===== src/verilog/sar_ctl_map.vh =====
`ifndef SAR_CTL_MAP_VH
`define SAR_CTL_MAP_VH

// Register addresses on the special-function bus
`define ADDR_RESULT_LOW      8'hbd
`define ADDR_RESULT_HIGH     8'hbe
`define ADDR_CONV_CONTROL    8'he8
`define ADDR_CONV_CONFIG     8'hbc
`define PAGE_RESULTS         4'h0
`define PAGE_CONFIG          4'hf

// Control register fields
`define CTL_ENABLE_BIT       7
`define CTL_DELAYED_BIT      6
`define CTL_DONE_BIT         5
`define CTL_BUSY_BIT         4
`define CTL_WINDOW_BIT       3
`define CTL_TRIG_LSB         0
`define CTL_RESET            8'h00

// Config register fields
`define CFG_DIV_LSB          3
`define CFG_LJST_BIT         2
`define CFG_8BIT_BIT         1
`define CFG_GAIN_BIT         0
`define CFG_RESET            8'hf9

// Trigger source codes
`define TRIG_SOFTWARE        3'h0
`define TRIG_TIMER0          3'h1
`define TRIG_TIMER2          3'h2
`define TRIG_TIMER1          3'h3
`define TRIG_EXT_PIN         3'h4
`define TRIG_TIMER3          3'h5

// Timing in SAR clocks
`define DELAYED_TRACK_SARCLK 2'h3
`define CONV_SARCLK_10BIT    5'h0b
`define CONV_SARCLK_8BIT     5'h08

`endif

===== src/verilog/sar_clock_divider.v =====
module sar_clock_divider (
  input  wire       sys_clk,
  input  wire       srst,
  input  wire       run,
  input  wire [4:0] divide_by_minus_one,
  output wire       sar_tick
);
  reg [4:0] count_ff;
  wire [4:0] nxt_count;

  // One tick every (divider + 1) system clocks
  assign sar_tick  = run && (count_ff >= divide_by_minus_one);
  assign nxt_count = (!run || sar_tick) ? 5'h00 : count_ff + 5'h01;

  always @(posedge sys_clk) begin
    if (srst) begin
      count_ff <= 5'h00;
    end else begin
      count_ff <= nxt_count;
    end
  end
endmodule


===== src/verilog/sar_converter_control.v =====
`include "sar_ctl_map.vh"

// Behaviour
// Right justified: high byte bits 7..2 zero, bits 1..0 hold result msbs.
// Left justified 10-bit: high byte holds eight msbs of result.
// Eight-bit mode ignores justification; high byte holds whole 8-bit result.
// Right justified: low byte holds lower eight result bits.
// Left justified: low byte bits 7..6 hold two lsbs, rest zero.
// Eight-bit mode: low byte reads all zeros.
// Enable 0 means shutdown; enable 1 means active and accepting triggers.
// Normal track mode enabled: track continuously except during conversion. Code: with pin trigger, tracks only while the pin is low.
// Normal track mode: conversion starts at once on selected trigger.
// Delayed track mode: three extra SAR clocks of tracking before converting.
// Done flag reads 0 until conversion completes; set on completion.
// Control register on every page, bit addressable; result bytes on page 0.
// Trigger codes: software, timer0, timer2, timer1, pin, timer3; 11x reserved.
// Busy write 1 starts only with software trigger; busy reads 1 while converting.
// Eight-bit select 0 gives 10-bit, 1 gives 8-bit, justification ignored.
// SAR clock is system clock divided by divider field plus one.
// Both result bytes update in same cycle as done flag sets.
// Busy clears in the same cycle the done flag sets.
module sar_converter_control #(
  parameter RESULT_WIDTH = 10
) (
  input  wire                    sys_clk,
  input  wire                    srst,
  input  wire [7:0]              sfr_addr,
  input  wire [3:0]              sfr_page,
  input  wire                    sfr_write,
  input  wire                    sfr_read,
  input  wire [7:0]              sfr_wdata,
  input  wire                    sfr_bit_write,
  input  wire [2:0]              sfr_bit_index,
  input  wire                    sfr_bit_value,
  output reg  [7:0]              sfr_rdata,
  output wire                    sfr_hit,
  input  wire                    timer0_overflow,
  input  wire                    timer1_overflow,
  input  wire                    timer2_overflow,
  input  wire                    timer3_overflow,
  input  wire                    external_convert_pin,
  input  wire                    window_compare_event,
  input  wire [RESULT_WIDTH-1:0] sar_result,
  output wire                    converter_powered,
  output wire                    track_active,
  output wire                    sar_step,
  output wire                    gain_one,
  output wire                    conversion_done_pulse
);
  localparam ST_IDLE    = 2'h0;
  localparam ST_DELAY   = 2'h1;
  localparam ST_CONVERT = 2'h2;

  reg  [7:0] control_ff;
  reg  [7:0] config_ff;
  reg  [7:0] result_low_ff;
  reg  [7:0] result_high_ff;
  reg  [1:0] state_ff;
  reg  [1:0] delay_cnt_ff;
  reg  [4:0] conv_cnt_ff;
  reg        pin_meta_ff;
  reg        pin_sync_ff;
  reg        pin_prev_ff;
  reg        done_pulse_ff;

  reg  [1:0] nxt_state;
  reg  [1:0] nxt_delay_cnt;
  reg  [4:0] nxt_conv_cnt;
  reg  [7:0] nxt_control;
  reg  [7:0] nxt_config;
  reg  [7:0] nxt_result_low;
  reg  [7:0] nxt_result_high;
  reg        trigger;
  reg        finish;

  wire       sar_tick;
  wire       enabled     = control_ff[`CTL_ENABLE_BIT];
  wire       delayed     = control_ff[`CTL_DELAYED_BIT];
  wire [2:0] trig_sel    = control_ff[`CTL_TRIG_LSB+2:`CTL_TRIG_LSB];
  wire       eight_bit   = config_ff[`CFG_8BIT_BIT];
  wire       left_just   = config_ff[`CFG_LJST_BIT];
  wire       ctl_sel     = (sfr_addr == `ADDR_CONV_CONTROL);
  wire       cfg_sel     = (sfr_addr == `ADDR_CONV_CONFIG) && (sfr_page == `PAGE_CONFIG);
  wire       low_sel     = (sfr_addr == `ADDR_RESULT_LOW) && (sfr_page == `PAGE_RESULTS);
  wire       high_sel    = (sfr_addr == `ADDR_RESULT_HIGH) && (sfr_page == `PAGE_RESULTS);
  wire       pin_rise    = pin_sync_ff && !pin_prev_ff;
  wire [4:0] conv_len    = eight_bit ? `CONV_SARCLK_8BIT : `CONV_SARCLK_10BIT;

  // Control register image after a byte or single-bit write
  function [7:0] apply_write;
    input [7:0] cur;
    input       byte_wr;
    input [7:0] data;
    input       bit_wr;
    input [2:0] idx;
    input       val;
    reg   [7:0] tmp;
    begin
      tmp = cur;
      if (byte_wr) begin
        tmp = data;
      end else if (bit_wr) begin
        tmp[idx] = val;
      end
      apply_write = tmp;
    end
  endfunction

  // High/low result bytes from the raw code and format bits
  function [15:0] format_result;
    input [RESULT_WIDTH-1:0] code;
    input                    ljst;
    input                    mode8;
    begin
      if (mode8) begin
        format_result = {code[RESULT_WIDTH-1:RESULT_WIDTH-8], 8'h00};
      end else if (ljst) begin
        format_result = {code[9:2], code[1:0], 6'h00};
      end else begin
        format_result = {6'h00, code[9:8], code[7:0]};
      end
    end
  endfunction

  sar_clock_divider u_div (
    .sys_clk             (sys_clk),
    .srst                (srst),
    .run                 (enabled && (state_ff != ST_IDLE)),
    .divide_by_minus_one (config_ff[`CFG_DIV_LSB+4:`CFG_DIV_LSB]),
    .sar_tick            (sar_tick)
  );

  wire       ctl_wr      = ctl_sel && sfr_write;
  wire       ctl_bit_wr  = ctl_sel && sfr_bit_write;
  wire [7:0] ctl_written = apply_write(control_ff, ctl_wr, sfr_wdata, ctl_bit_wr, sfr_bit_index, sfr_bit_value);
  // Busy write-1 seen on either write path
  wire       busy_wr1    = ctl_written[`CTL_BUSY_BIT] && (ctl_wr || (ctl_bit_wr && sfr_bit_index == 3'h4));

  always @* begin
    case (trig_sel)
      `TRIG_SOFTWARE: trigger = busy_wr1;
      `TRIG_TIMER0:   trigger = timer0_overflow;
      `TRIG_TIMER2:   trigger = timer2_overflow;
      `TRIG_TIMER1:   trigger = timer1_overflow;
      `TRIG_EXT_PIN:  trigger = pin_rise;
      `TRIG_TIMER3:   trigger = timer3_overflow;
      default:        trigger = 1'b0;
    endcase
  end

  always @* begin
    nxt_state     = state_ff;
    nxt_delay_cnt = delay_cnt_ff;
    nxt_conv_cnt  = conv_cnt_ff;
    finish        = 1'b0;
    case (state_ff)
      ST_IDLE: begin
        if (enabled && trigger) begin
          nxt_conv_cnt  = 5'h00;
          nxt_delay_cnt = 2'h0;
          nxt_state     = delayed ? ST_DELAY : ST_CONVERT;
        end
      end
      ST_DELAY: begin
        if (sar_tick) begin
          nxt_delay_cnt = delay_cnt_ff + 2'h1;
          if (delay_cnt_ff == `DELAYED_TRACK_SARCLK - 2'h1) begin
            nxt_state = ST_CONVERT;
          end
        end
      end
      ST_CONVERT: begin
        if (sar_tick) begin
          nxt_conv_cnt = conv_cnt_ff + 5'h01;
          if (conv_cnt_ff == conv_len - 5'h01) begin
            finish    = 1'b1;
            nxt_state = ST_IDLE;
          end
        end
      end
      default: begin
        nxt_state = ST_IDLE;
      end
    endcase
    // Disabling aborts any conversion in flight
    if (!enabled) begin
      nxt_state = ST_IDLE;
      finish    = 1'b0;
    end
  end

  always @* begin
    nxt_control = ctl_written;
    // Busy is hardware state; software write only triggers
    nxt_control[`CTL_BUSY_BIT] = (nxt_state == ST_CONVERT) || (nxt_state == ST_DELAY);
    // Hardware set wins over software clear
    if (finish) begin
      nxt_control[`CTL_DONE_BIT] = 1'b1;
    end
    if (window_compare_event) begin
      nxt_control[`CTL_WINDOW_BIT] = 1'b1;
    end
    nxt_config = (cfg_sel && sfr_write) ? sfr_wdata : config_ff;
    nxt_result_low  = (low_sel && sfr_write) ? sfr_wdata : result_low_ff;
    nxt_result_high = (high_sel && sfr_write) ? sfr_wdata : result_high_ff;
    if (finish) begin
      {nxt_result_high, nxt_result_low} = format_result(sar_result, left_just, eight_bit);
    end
  end

  always @(posedge sys_clk) begin
    if (srst) begin
      control_ff     <= `CTL_RESET;
      config_ff      <= `CFG_RESET;
      result_low_ff  <= 8'h00;
      result_high_ff <= 8'h00;
      state_ff       <= ST_IDLE;
      delay_cnt_ff   <= 2'h0;
      conv_cnt_ff    <= 5'h00;
      pin_meta_ff    <= 1'b0;
      pin_sync_ff    <= 1'b0;
      pin_prev_ff    <= 1'b0;
      done_pulse_ff  <= 1'b0;
    end else begin
      control_ff     <= nxt_control;
      config_ff      <= nxt_config;
      result_low_ff  <= nxt_result_low;
      result_high_ff <= nxt_result_high;
      state_ff       <= nxt_state;
      delay_cnt_ff   <= nxt_delay_cnt;
      conv_cnt_ff    <= nxt_conv_cnt;
      pin_meta_ff    <= external_convert_pin;
      pin_sync_ff    <= pin_meta_ff;
      pin_prev_ff    <= pin_sync_ff;
      done_pulse_ff  <= finish;
    end
  end

  always @* begin
    sfr_rdata = 8'h00;
    if (sfr_read) begin
      if (ctl_sel) begin
        sfr_rdata = control_ff;
      end else if (cfg_sel) begin
        sfr_rdata = config_ff;
      end else if (low_sel) begin
        sfr_rdata = result_low_ff;
      end else if (high_sel) begin
        sfr_rdata = result_high_ff;
      end
    end
  end

  assign sfr_hit               = ctl_sel || cfg_sel || low_sel || high_sel;
  assign converter_powered     = enabled;
  // Pin-triggered normal mode tracks only while the pin is low
  assign track_active          = enabled && (state_ff != ST_CONVERT) &&
                                 (delayed || trig_sel != `TRIG_EXT_PIN || !pin_sync_ff);
  assign sar_step              = sar_tick && (state_ff == ST_CONVERT);
  assign gain_one              = config_ff[`CFG_GAIN_BIT];
  assign conversion_done_pulse = done_pulse_ff;
endmodule


===== config.mk =====
export PLATFORM = sky130hd
export DESIGN_NAME = sar_converter_control
export DESIGN_NICKNAME = d
export VERILOG_FILES = /design/src/verilog/sar_clock_divider.v /design/src/verilog/sar_converter_control.v
export VERILOG_INCLUDE_DIRS = /design/src /design/src/verilog
export SDC_FILE = /design/constraint.sdc
export NUM_CORES = 1
export LEC_CHECK = 0
export ABC_AREA = 1
export BUFFER_PORTS_ARGS = -buffer_cell sky130_fd_sc_hd__buf_2
export CORE_ASPECT_RATIO = 0.6
export CORE_UTILIZATION = 40
export DETAILED_ROUTE_END_ITERATION = 6
export PLACE_DENSITY = 0.73
export SKIP_CTS_REPAIR_TIMING = 1
export SYNTH_ARGS = -nofsm -noshare
export SYNTH_HDL_FRONTEND = slang
export SYNTH_HIERARCHICAL = 1
export SYNTH_SLANG_ARGS = --single-unit

===== constraint.sdc =====
create_clock -name sys_clk -period 2 [get_ports sys_clk]
set_input_delay 0.3 -clock sys_clk [delete_from_list [all_inputs] [get_ports sys_clk]]
set_output_delay 0.3 -clock sys_clk [all_outputs]
set_load 0.03 [all_outputs]

==> reports/metrics.cfg, run 1 <==
[worst_setup_path]
crit_type = reg -> out
cp.arrival_ns = 1.85
rrSetupSlack_ns = -0.11
rr_startpoint = config_ff[7]
end_kind = output pin
reg2reg_depth = 13
r2r-end = result_low_ff[6]
cp_max_fo = 3
cp-start-kind = register
required_ns = 1.70

[cells_and_area]
instances_no_fill = 666
fin_util_pct = 54.7
fillCellCount = 709
final_nets = 614
antenna_cells_inserted = 0
layout-drive-gt1-share_pct = 29.9
multi_input_area_um2 = 1930
seq_area_um2 = 1010
synthToLayoutAreaGrowth_pct = 31.1

[clock_network]
clk_latency_ns = 0.29
clk_pin_slew_ns = 0.07
cts_buffers = 5
htree_num_levels = 2
cts_buffer_depth = 2
cts_tree = built
cts_root_buf = clkbuf_16
cts_sinks = 50

[timing]
fin_skew_ns = 0.00899
timing.final.ws_setup_ns = -0.149
fin_hold_ws_ns = 0.216
post-route-period-util_pct = 107
max_freq_mhz = 465
hold_viol_final = 0
period_minus_slack_ns = 2.15
finalSetupViolations = 17
worstMarginPinSlew_ns = 0.846
slew_headroom_pct = 43.5
rsz0062_at_grt = true
drv_slew = 0

[floorplanning]
fp.dieW_um = 115
die_h_um = 69.9
die_area_um2 = 8050
fp-row-count = 24
start_util_pct = 41.8
pin_count = 59
core_area_um2 = 7360

[grt]
antenna_found_initial = 0
gr-usage-all-layers_pct = 24.2
overflow = 0
grt_max_degree = 27
grt_pass1_wl_um = 15000
first_global_vias = 3028

[yosys]
avgSynthCellArea_um2 = 6.57
async_reset_ff_share_pct = 0
synthTopCellsByArea = dfxtp_1, nand2_1, nor2_1
yosysTopAreaCell = dfxtp_1
synth-seq-cells = 50
ys.flop_type = dfxtp_1
yosysUniqueCellTypes = 40
synth_warnings = 6
yosysTopAreaCellShare_pct = 32.6
netlist_area_um2 = 3070
synthCells = 468
yosysSeqAreaShare_pct = 32.6
synth_edf_count = 0
syn_nets = 521

[power_and_ir_drop]
finalPower_uw = 2030
cellLeakagePower_uw = 0.00181
power_density_nw_per_um2 = 504
peakVddDrop_mv = 0.337

[run_status]
violations = setup timing
status = finished with violations

[placement]
hpwl_um = 7530
placed_cells_incl_taps = 650
gp_congestion = 0.947
dp_slack_ns = -0.128
io_buffers = 58

[drt]
drtIter0Drc = 368
dr.pass1.iters = 5
drcViolationCount = 0
routedWlPerCell_um = 14.9
vias = 3525
detail-route-antenna-nets = 0
avgViaCountPerCell = 5.29
drt-total-wl_um = 9920

[hold_path]
whs_endpoint = pin_meta_ff
hold_depth = 3
hold_path.class = in -> reg
hp-start = external_convert_pin

[run]
drv_cap = 0

==> report_power, final <==
part           switching [µW]  internal [µW]  leakage (µW)  total, µW
logic                     108           60.6       0.00133        169
registers                1.69            999      0.000403       1000
clock network             392            471     0.0000704        862
==> metrics by stage <==
stage                     setup TNS, ns  instance area, µm²
after detailed placement          -1.44                3700
after floorplan                  -0.470                3110
after global placement           -0.202                3700
final                             -1.04                4030
after CTS                         -1.72                3850
after global routing              -2.79                4030
==> critical path: stages (launching register included) <==
cell and delay (ns):
dfxtp_2 0.34, inv_2 0.04, ha_4 0.26, nand2_2 0.05, nor2_1 0.09, nand2_1 0.11
a31oi_4 0.16, inv_2 0.07, nor2_4 0.18, buf_6 0.13, buf_6 0.12
==> worst max path at each step <==
stage,startpoint,end,slack (ns),depth (start not counted)
6_report,config_ff[7],sar_step,-0.15,10
2_1_floorplan,config_ff[5],result_high_ff[2],-0.09,14
3_5_place_dp,config_ff[5],result_low_ff[4],-0.13,12
3_3_place_gp,config_ff[5],result_low_ff[4],-0.05,12
5_1_grt,config_ff[7],sar_step,-0.21,10
4_1_cts,config_ff[5],sar_step,-0.28,10
==> cells in the mapped netlist (3+ instances only) <==
cell type	count
nand2_1	112
nor2_1	65
inv_1	55
dfxtp_1	50
a21oi_1	32
o21ai_0	29
nand3_1	28
a31oi_1	10
nor3_1	10
o21ai_2	9
ha_1	8
inv_2	6
nand2_2	4
o21ai_1	4
a21oi_2	3
clkbuf_1	3
nand4_1	3
nor2_4	3
xnor2_1	3
xor2_1	3
==> logic make-up after synthesis <==
logic type,Yosys count,synth area share [%]
simple gates,235,33.5
flops,50,32.6
compound gates,94,18.3
mux,4,1.38
buf+inv,71,9.24
xor+xnor,6,1.71
fa+ha+maj,8,3.26
==> registers in the layout (all words and copies together), names as in the netlist <==
name	cells
conversion_done_pulse	1
pin_prev_ff	1
result_low_ff	8
delay_cnt_ff	2
state_ff	2
result_high_ff	8
pin_sync_ff	1
conv_cnt_ff	5
pin_meta_ff	1
control_ff	8
u_div/count_ff	5
config_ff	8
==> cell type report <==
cell class / instances / share of cell area [%]
Multi-Input combinational cell: 348 / 48.0
Sequential cell: 50 / 25.0
Clock buffer: 5 / 3.11
Tap cell: 104 / 3.23
Clock inverter: 3 / 0.621
Inverter: 63 / 5.93
Timing Repair Buffer: 93 / 14.0
==> cells in the final DEF, fill, tap and decap left out, drive strengths merged <==
cell and instances:
nand2 117, buf 93, nor2 70, inv 62, dfxtp 50, o21ai 42
a21oi 36, nand3 30, nor3 11, a31oi 10, ha 8, clkbuf 5
nand4 4, xnor2 3, xor2 3, clkinv 3, a211oi 2, mux2i 2
or4 2, mux2 2, nor4 1, nor3b 1, o22ai 1, o311ai 1
o21a 1, a41oi 1, clkinvlp 1
==> routing by layer <==
metal | part of all wire (%) | wire (µm) | track usage (%) | up-vias
met5 | 0 | 0 | 0 | -
met4 | 1.7 | 173 | 5.34 | 0
met3 | 11 | 1070 | 5.90 | 28
met2 | 38 | 3770 | 32.9 | 200
met1 | 49 | 4910 | 37.8 | 1584
li1 | - | - | - | 1713
No activity file was read; power rests on OpenSTA's default activity.
==> run 2, diff against run 1 <==
Settings changed: ABC_AREA 1 to 0.
==> reports/metrics.cfg, run 2 <==
[cells_and_area]
fin_util_pct = 61.7  ; was 54.7%
layout_common_cells = buf_4, buf_2, dfxtp_1  ; was nand2_1, nor2_1, buf_2
multi_input_area_um2 = 2340  ; was 1930 µm²
antenna_cells_inserted = 0  ; unchanged
fillCellCount = 643  ; was 709
final_nets = 527  ; was 614
synthToLayoutAreaGrowth_pct = 46.4  ; was 31.1%
layout_commonest_cell = buf_4  ; was nand2_1
layout-drive-gt1-share_pct = 45.5  ; was 29.9%
final_area_um2 = 4580  ; was 4030 µm²
instances_no_fill = 579  ; was 666
seq_area_um2 = 1010  ; about the same

[timing]
period_minus_slack_ns = 2.17  ; was 2.15 ns
rsz0062_at_grt = true  ; unchanged
slew_headroom_pct = 56.3  ; was 43.5%
timing.final.ws_setup_ns = -0.168  ; was -0.149 ns
fin_skew_ns = 0.00504  ; was 0.00899 ns
finalSetupViolations = 27  ; was 17
drv_slew = 0  ; unchanged
post-route-period-util_pct = 108  ; was 107%
hold_viol_final = 0  ; unchanged
max_freq_mhz = 461  ; was 465 MHz
worstMarginPinSlew_ns = 0.654  ; was 0.846 ns

[yosys]
synthAdderAreaFrac_pct = 3.20  ; was 3.26%
synth_warnings = 6  ; unchanged
yosysTopAreaCell = dfxtp_1  ; unchanged
yosysTopAreaCellShare_pct = 32.0  ; was 32.6%
ys.flop_type = dfxtp_1  ; unchanged
synth-compound-area-share_pct = 28.1  ; was 18.3%
synthXorXnorAreaFrac_pct = 2.24  ; was 1.71%
yosysUniqueCellTypes = 71  ; was 40
synth-seq-cells = 50  ; unchanged
synthCells = 373  ; was 468
yosys.area_share.simple_pct = 27.3  ; was 33.6%
syn_nets = 426  ; was 521
synth_edf_count = 0  ; unchanged
synth.most_common_cell = dfxtp_1  ; was nand2_1
async_reset_ff_share_pct = 0  ; unchanged
netlist_area_um2 = 3130  ; was 3070 µm²
synthTopCellsByCount = dfxtp_1, nand3_1, nand2_1  ; was nand2_1, nor2_1, inv_1
avgSynthCellArea_um2 = 8.39  ; was 6.57 µm²
synth.area.mux_share_pct = 2.68  ; was 1.38%
yosysSeqAreaShare_pct = 32.0  ; was 32.6%
synth_top_family_by_area = compound AO/OA/AOI/OAI gates  ; was simple AND/OR/NAND/NOR gates
synthTopCellsByArea = dfxtp_1, nand3_1, a21oi_1  ; was dfxtp_1, nand2_1, nor2_1

[power_and_ir_drop]
cellLeakagePower_uw = 0.00174  ; was 0.00181 µW
power_density_nw_per_um2 = 466  ; was 504 nW/µm²
peakVddDrop_mv = 0.295  ; was 0.337 mV
finalPower_uw = 2140  ; was 2030 µW

[placement]
placed_area_um2 = 3980  ; was 3700 µm²
placed_cells_incl_taps = 563  ; was 650
io_buffers = 58  ; unchanged
gp_congestion = 0.960  ; was 0.947
hpwl_um = 8000  ; was 7530 µm

[worst_setup_path]
rrSetupSlack_ns = -0.17  ; was -0.11 ns
endpoint = result_high_ff[3]  ; was sar_step
required_ns = 2.21  ; was 1.70 ns
end_kind = register  ; was output pin
cp-start-kind = register  ; unchanged
crit_start = u_div/count_ff[0]  ; was config_ff[7]
r2r-end = result_high_ff[3]  ; was result_low_ff[6]
reg2reg_depth = 10  ; was 13
rr_startpoint = u_div/count_ff[0]  ; was config_ff[7]
cp_max_fo = 8  ; was 3
crit_type = reg -> reg  ; was reg -> out
cp.arrival_ns = 2.38  ; was 1.85 ns

[floorplanning]
die_h_um = 70.5  ; was 69.9 µm
fp-row-count = 24  ; unchanged
start_util_pct = 42.2  ; was 41.8%
die_area_um2 = 8190  ; was 8050 µm²
core_area_um2 = 7420  ; was 7360 µm²
pin_count = 59  ; unchanged
fp.dieW_um = 116  ; was 115 µm

[grt]
gr-usage-all-layers_pct = 27.2  ; was 24.2%
antenna_found_initial = 0  ; unchanged
grt_max_degree = 23  ; was 27
first_global_vias = 3259  ; was 3028
overflow = 0  ; unchanged
grt_pass1_wl_um = 17100  ; was 15000 µm

[run_status]
violations = setup timing  ; unchanged
status = finished with violations  ; unchanged

[hold_path]
hp-start = external_convert_pin  ; unchanged
hold_path.class = in -> reg  ; unchanged

[drt]
avgViaCountPerCell = 6.14  ; was 5.29
drcViolationCount = 0  ; unchanged
routedWlPerCell_um = 19.3  ; was 14.9 µm
drtIter0Drc = 351  ; was 368
drt-total-wl_um = 11100  ; was 9920 µm
detail-route-antenna-nets = 0  ; unchanged
vias = 3553  ; was 3525
dr.pass1.iters = 5  ; unchanged

[clock_network]
clk_pin_slew_ns = 0.07  ; about the same
cts_buffers = 5  ; unchanged
cts_root_buf = clkbuf_16  ; unchanged
clk_latency_ns = 0.29  ; about the same
cts_sinks = 50  ; unchanged
cts_buffer_depth = 2  ; unchanged
cts_tree = built  ; unchanged
htree_num_levels = 2  ; unchanged

[run]
drv_cap = 0  ; unchanged

## run 2: through the flow
step | hold WS, ns | setup WS, ns | setup TNS (ns)
after floorplan | 0.414 | -0.160 | -2.88
after global placement | 0.422 | -0.207 | -3.48
after detailed placement | 0.428 | -0.233 | -4.64
after CTS | 0.215 | -0.373 | -5.50
after global routing | 0.241 | -0.262 | -5.68
final | 0.212 | -0.168 | -3.04
## run 2: cell families (layout without fill, tap and decap cells)
kind of cell | Yosys count | count (layout)
compound gates | 127 | 127
xor+xnor | 8 | 8
fa+ha+maj | 8 | 8
buf+inv | 34 | 136
flops | 50 | 50
mux | 8 | 8
simple gates | 138 | 138
## run 2: worst max-delay path, cell delays in order, from the launching register on
cell	delay, ns
dfxtp_2	0.34
inv_2	0.04
ha_4	0.24
and2b_1	0.18
o21ai_2	0.13
o21a_1	0.14
and3b_2	0.21
o2111a_2	0.35
buf_12	0.18
nand3_2	0.07
a31oi_1	0.21
## run 2: cell type report
cell class	instances	area share (%)
Clock inverter	1	0.109
Inverter	10	0.820
Sequential cell	50	22.1
Timing Repair Buffer	118	19.8
Multi-Input combinational cell	289	51.2
Clock buffer	7	3.12
Tap cell	104	2.84
## run 2: metal layers
layer | GRT usage (%) | up-vias | routed length, µm
met5 | 0 | - | 0
met4 | 7.69 | 0 | 228
met3 | 8.77 | 27 | 1350
met2 | 37.0 | 243 | 4630
met1 | 40.4 | 1636 | 4940
li1 | - | 1647 | -
## run 2: worst min path at each step
stage | to | slack [ns] | cells past startpoint
final | pin_meta_ff | 0.21 | 2
after global routing | pin_meta_ff | 0.24 | 2
after CTS | pin_meta_ff | 0.22 | 2
after detailed placement | pin_sync_ff | 0.43 | 1
after global placement | pin_sync_ff | 0.42 | 1
after floorplan | pin_sync_ff | 0.41 | 1
## run 2: where the power goes
group | switching (µW) | internal [µW] | total, µW
Combinational | 144 | 101 | 244
Clock | 384 | 497 | 881
Sequential | 7.06 | 1000 | 1010
==> run 3, diff against run 2 <==
--- a/config.mk
+++ b/config.mk
@@ -12,4 +12,5 @@
 export CORE_UTILIZATION = 40
 export DETAILED_ROUTE_END_ITERATION = 6
+export MAX_ROUTING_LAYER = met4
 export PLACE_DENSITY = 0.73
 export SKIP_CTS_REPAIR_TIMING = 1
==> constraint.sdc (replaced) <==
create_clock -name sys_clk -period 2 [get_ports sys_clk]
set_input_delay 0.5 -clock sys_clk [delete_from_list [all_inputs] [get_ports sys_clk]]
set_output_delay 0.5 -clock sys_clk [all_outputs]
set_load 0.03 [all_outputs]
==> reports/metrics.cfg, run 3 (synthesized netlist as in run 2, its figures left out) <==
[run_status]
status = finished with violations  ; unchanged
violations = setup timing  ; unchanged

[timing]
period_minus_slack_ns = 2.57  ; was 2.17 ns
timing.final.ws_setup_ns = -0.575  ; was -0.168 ns
finalSetupViolations = 31  ; was 27
fin_hold_ws_ns = 0.405  ; was 0.212 ns
tns_ns = -8.83  ; was -3.04 ns
fin_skew_ns = 0.00832  ; was 0.00504 ns
rsz0062_at_grt = true  ; unchanged
drv_slew = 0  ; unchanged
slew_headroom_pct = 54.8  ; was 56.3%
post-route-period-util_pct = 129  ; was 108%
max_freq_mhz = 388  ; was 461 MHz
hold_viol_final = 0  ; unchanged
worstMarginPinSlew_ns = 0.677  ; was 0.654 ns

[cells_and_area]
synthToLayoutAreaGrowth_pct = 51.7  ; was 46.4%
final_nets = 537  ; was 527
antenna_cells_inserted = 0  ; unchanged
instances_no_fill = 589  ; was 579
layout-drive-gt1-share_pct = 47.4  ; was 45.5%
layout_commonest_cell = buf_4  ; unchanged
fin_util_pct = 64.0  ; was 61.7%
layout_common_cells = buf_4, buf_2, dfxtp_1  ; unchanged

[worst_setup_path]
cp.arrival_ns = 2.07  ; was 2.38 ns
cp_max_fo = 8  ; unchanged
cp-start-kind = input pin  ; was register
crit_type = in -> out  ; was reg -> reg
required_ns = 1.50  ; was 2.21 ns
end_kind = output pin  ; was register

[floorplanning]
start_util_pct = 42.2  ; unchanged
fp.dieW_um = 116  ; unchanged
pin_count = 59  ; unchanged
die_h_um = 70.5  ; unchanged
fp-row-count = 24  ; unchanged
core_area_um2 = 7420  ; unchanged
die_area_um2 = 8190  ; unchanged

[clock_network]
cts_tree = built  ; unchanged
clk_pin_slew_ns = 0.07  ; about the same
cts_buffer_depth = 2  ; unchanged
cts_sinks = 50  ; unchanged
cts_buffers = 5  ; unchanged
htree_num_levels = 2  ; unchanged
cts_root_buf = clkbuf_16  ; unchanged
clk_latency_ns = 0.31  ; was 0.29 ns

[drt]
vias = 3606  ; was 3553
avgViaCountPerCell = 6.12  ; was 6.14
drtIter0Drc = 293  ; was 351
drcViolationCount = 0  ; unchanged
wl_met1_um = 5090  ; was 4940 µm
detail-route-antenna-nets = 0  ; unchanged
drt-total-wl_um = 11200  ; was 11100 µm
met3_length_um = 1230  ; was 1350 µm
dr.pass1.iters = 5  ; unchanged
wl_met2_um = 4590  ; was 4630 µm
routedWlPerCell_um = 19.0  ; was 19.3 µm
top_layer = met4  ; unchanged

[power_and_ir_drop]
peakVddDrop_mv = 0.299  ; was 0.295 mV
cellLeakagePower_uw = 0.00180  ; was 0.00174 µW
power_density_nw_per_um2 = 455  ; was 466 nW/µm²

[placement]
placed_cells_incl_taps = 574  ; was 563
dp_slack_ns = -0.600  ; was -0.233 ns
hpwl_um = 7980  ; was 8000 µm
io_buffers = 58  ; unchanged
gp_congestion = 0.925  ; was 0.960

[grt]
gr-usage-all-layers_pct = 27.2  ; about the same
grt_pass1_wl_um = 16300  ; was 17100 µm
overflow = 0  ; unchanged
grt_max_degree = 25  ; was 23
first_global_vias = 3119  ; was 3259
antenna_found_initial = 0  ; unchanged

[hold_path]
hold_path.class = in -> reg  ; unchanged

[run]
drv_cap = 0  ; unchanged

## run 3: cell types whose count changed in the layout (fill, tap and decap cells not counted), sizes merged
cell,before,now
clkbuf,9,7
buf,116,127
clkinv,1,2
## run 3: worst paths after layout
path	end	slack (ns)	depth (start not counted)	from
min reg2reg	pin_sync_ff	0.44	1	pin_meta_ff
max	sfr_rdata[2]	-0.57	8	sfr_page[1]
max reg2reg	result_high_ff[5]	-0.28	10	config_ff[5]
min	pin_meta_ff	0.40	2	external_convert_pin
## run 3: report_power, final
group | internal, µW | switching, µW
sequential | 1000 | 7.08
clock | 466 | 422
combinational | 109 | 152
## run 3: area by class of cell
class | count | area, µm²
Sequential cell | 50 | 1010
Fill cell | 612 | 2670
Clock buffer | 6 | 129
Inverter | 10 | 37.5
Tap cell | 104 | 130
Multi-Input combinational cell | 289 | 2470
Clock inverter | 2 | 13.8
Timing Repair Buffer | 128 | 957
## run 3: through the flow
stage	instance area [µm²]	total power [µW]
after detailed placement	4060	1260
final	4750	2160
after floorplan	3300	1140
after global routing	4750	2210
after CTS	4200	2120
after global placement	4060	1250
## run 3: critical path, cell delays in order
cell and delay [ns]:
buf_6 0.09, or4_4 0.58, nor4_4 0.18, buf_6 0.19
buf_4 0.13, a22oi_1 0.07, a21oi_2 0.17, buf_6 0.16
## run 3: routing by layer
layer	up-vias	track usage, %
met5	-	-
met4	0	9.26
met3	25	5.90
met2	215	34.6
met1	1699	41.0
li1	1667	-
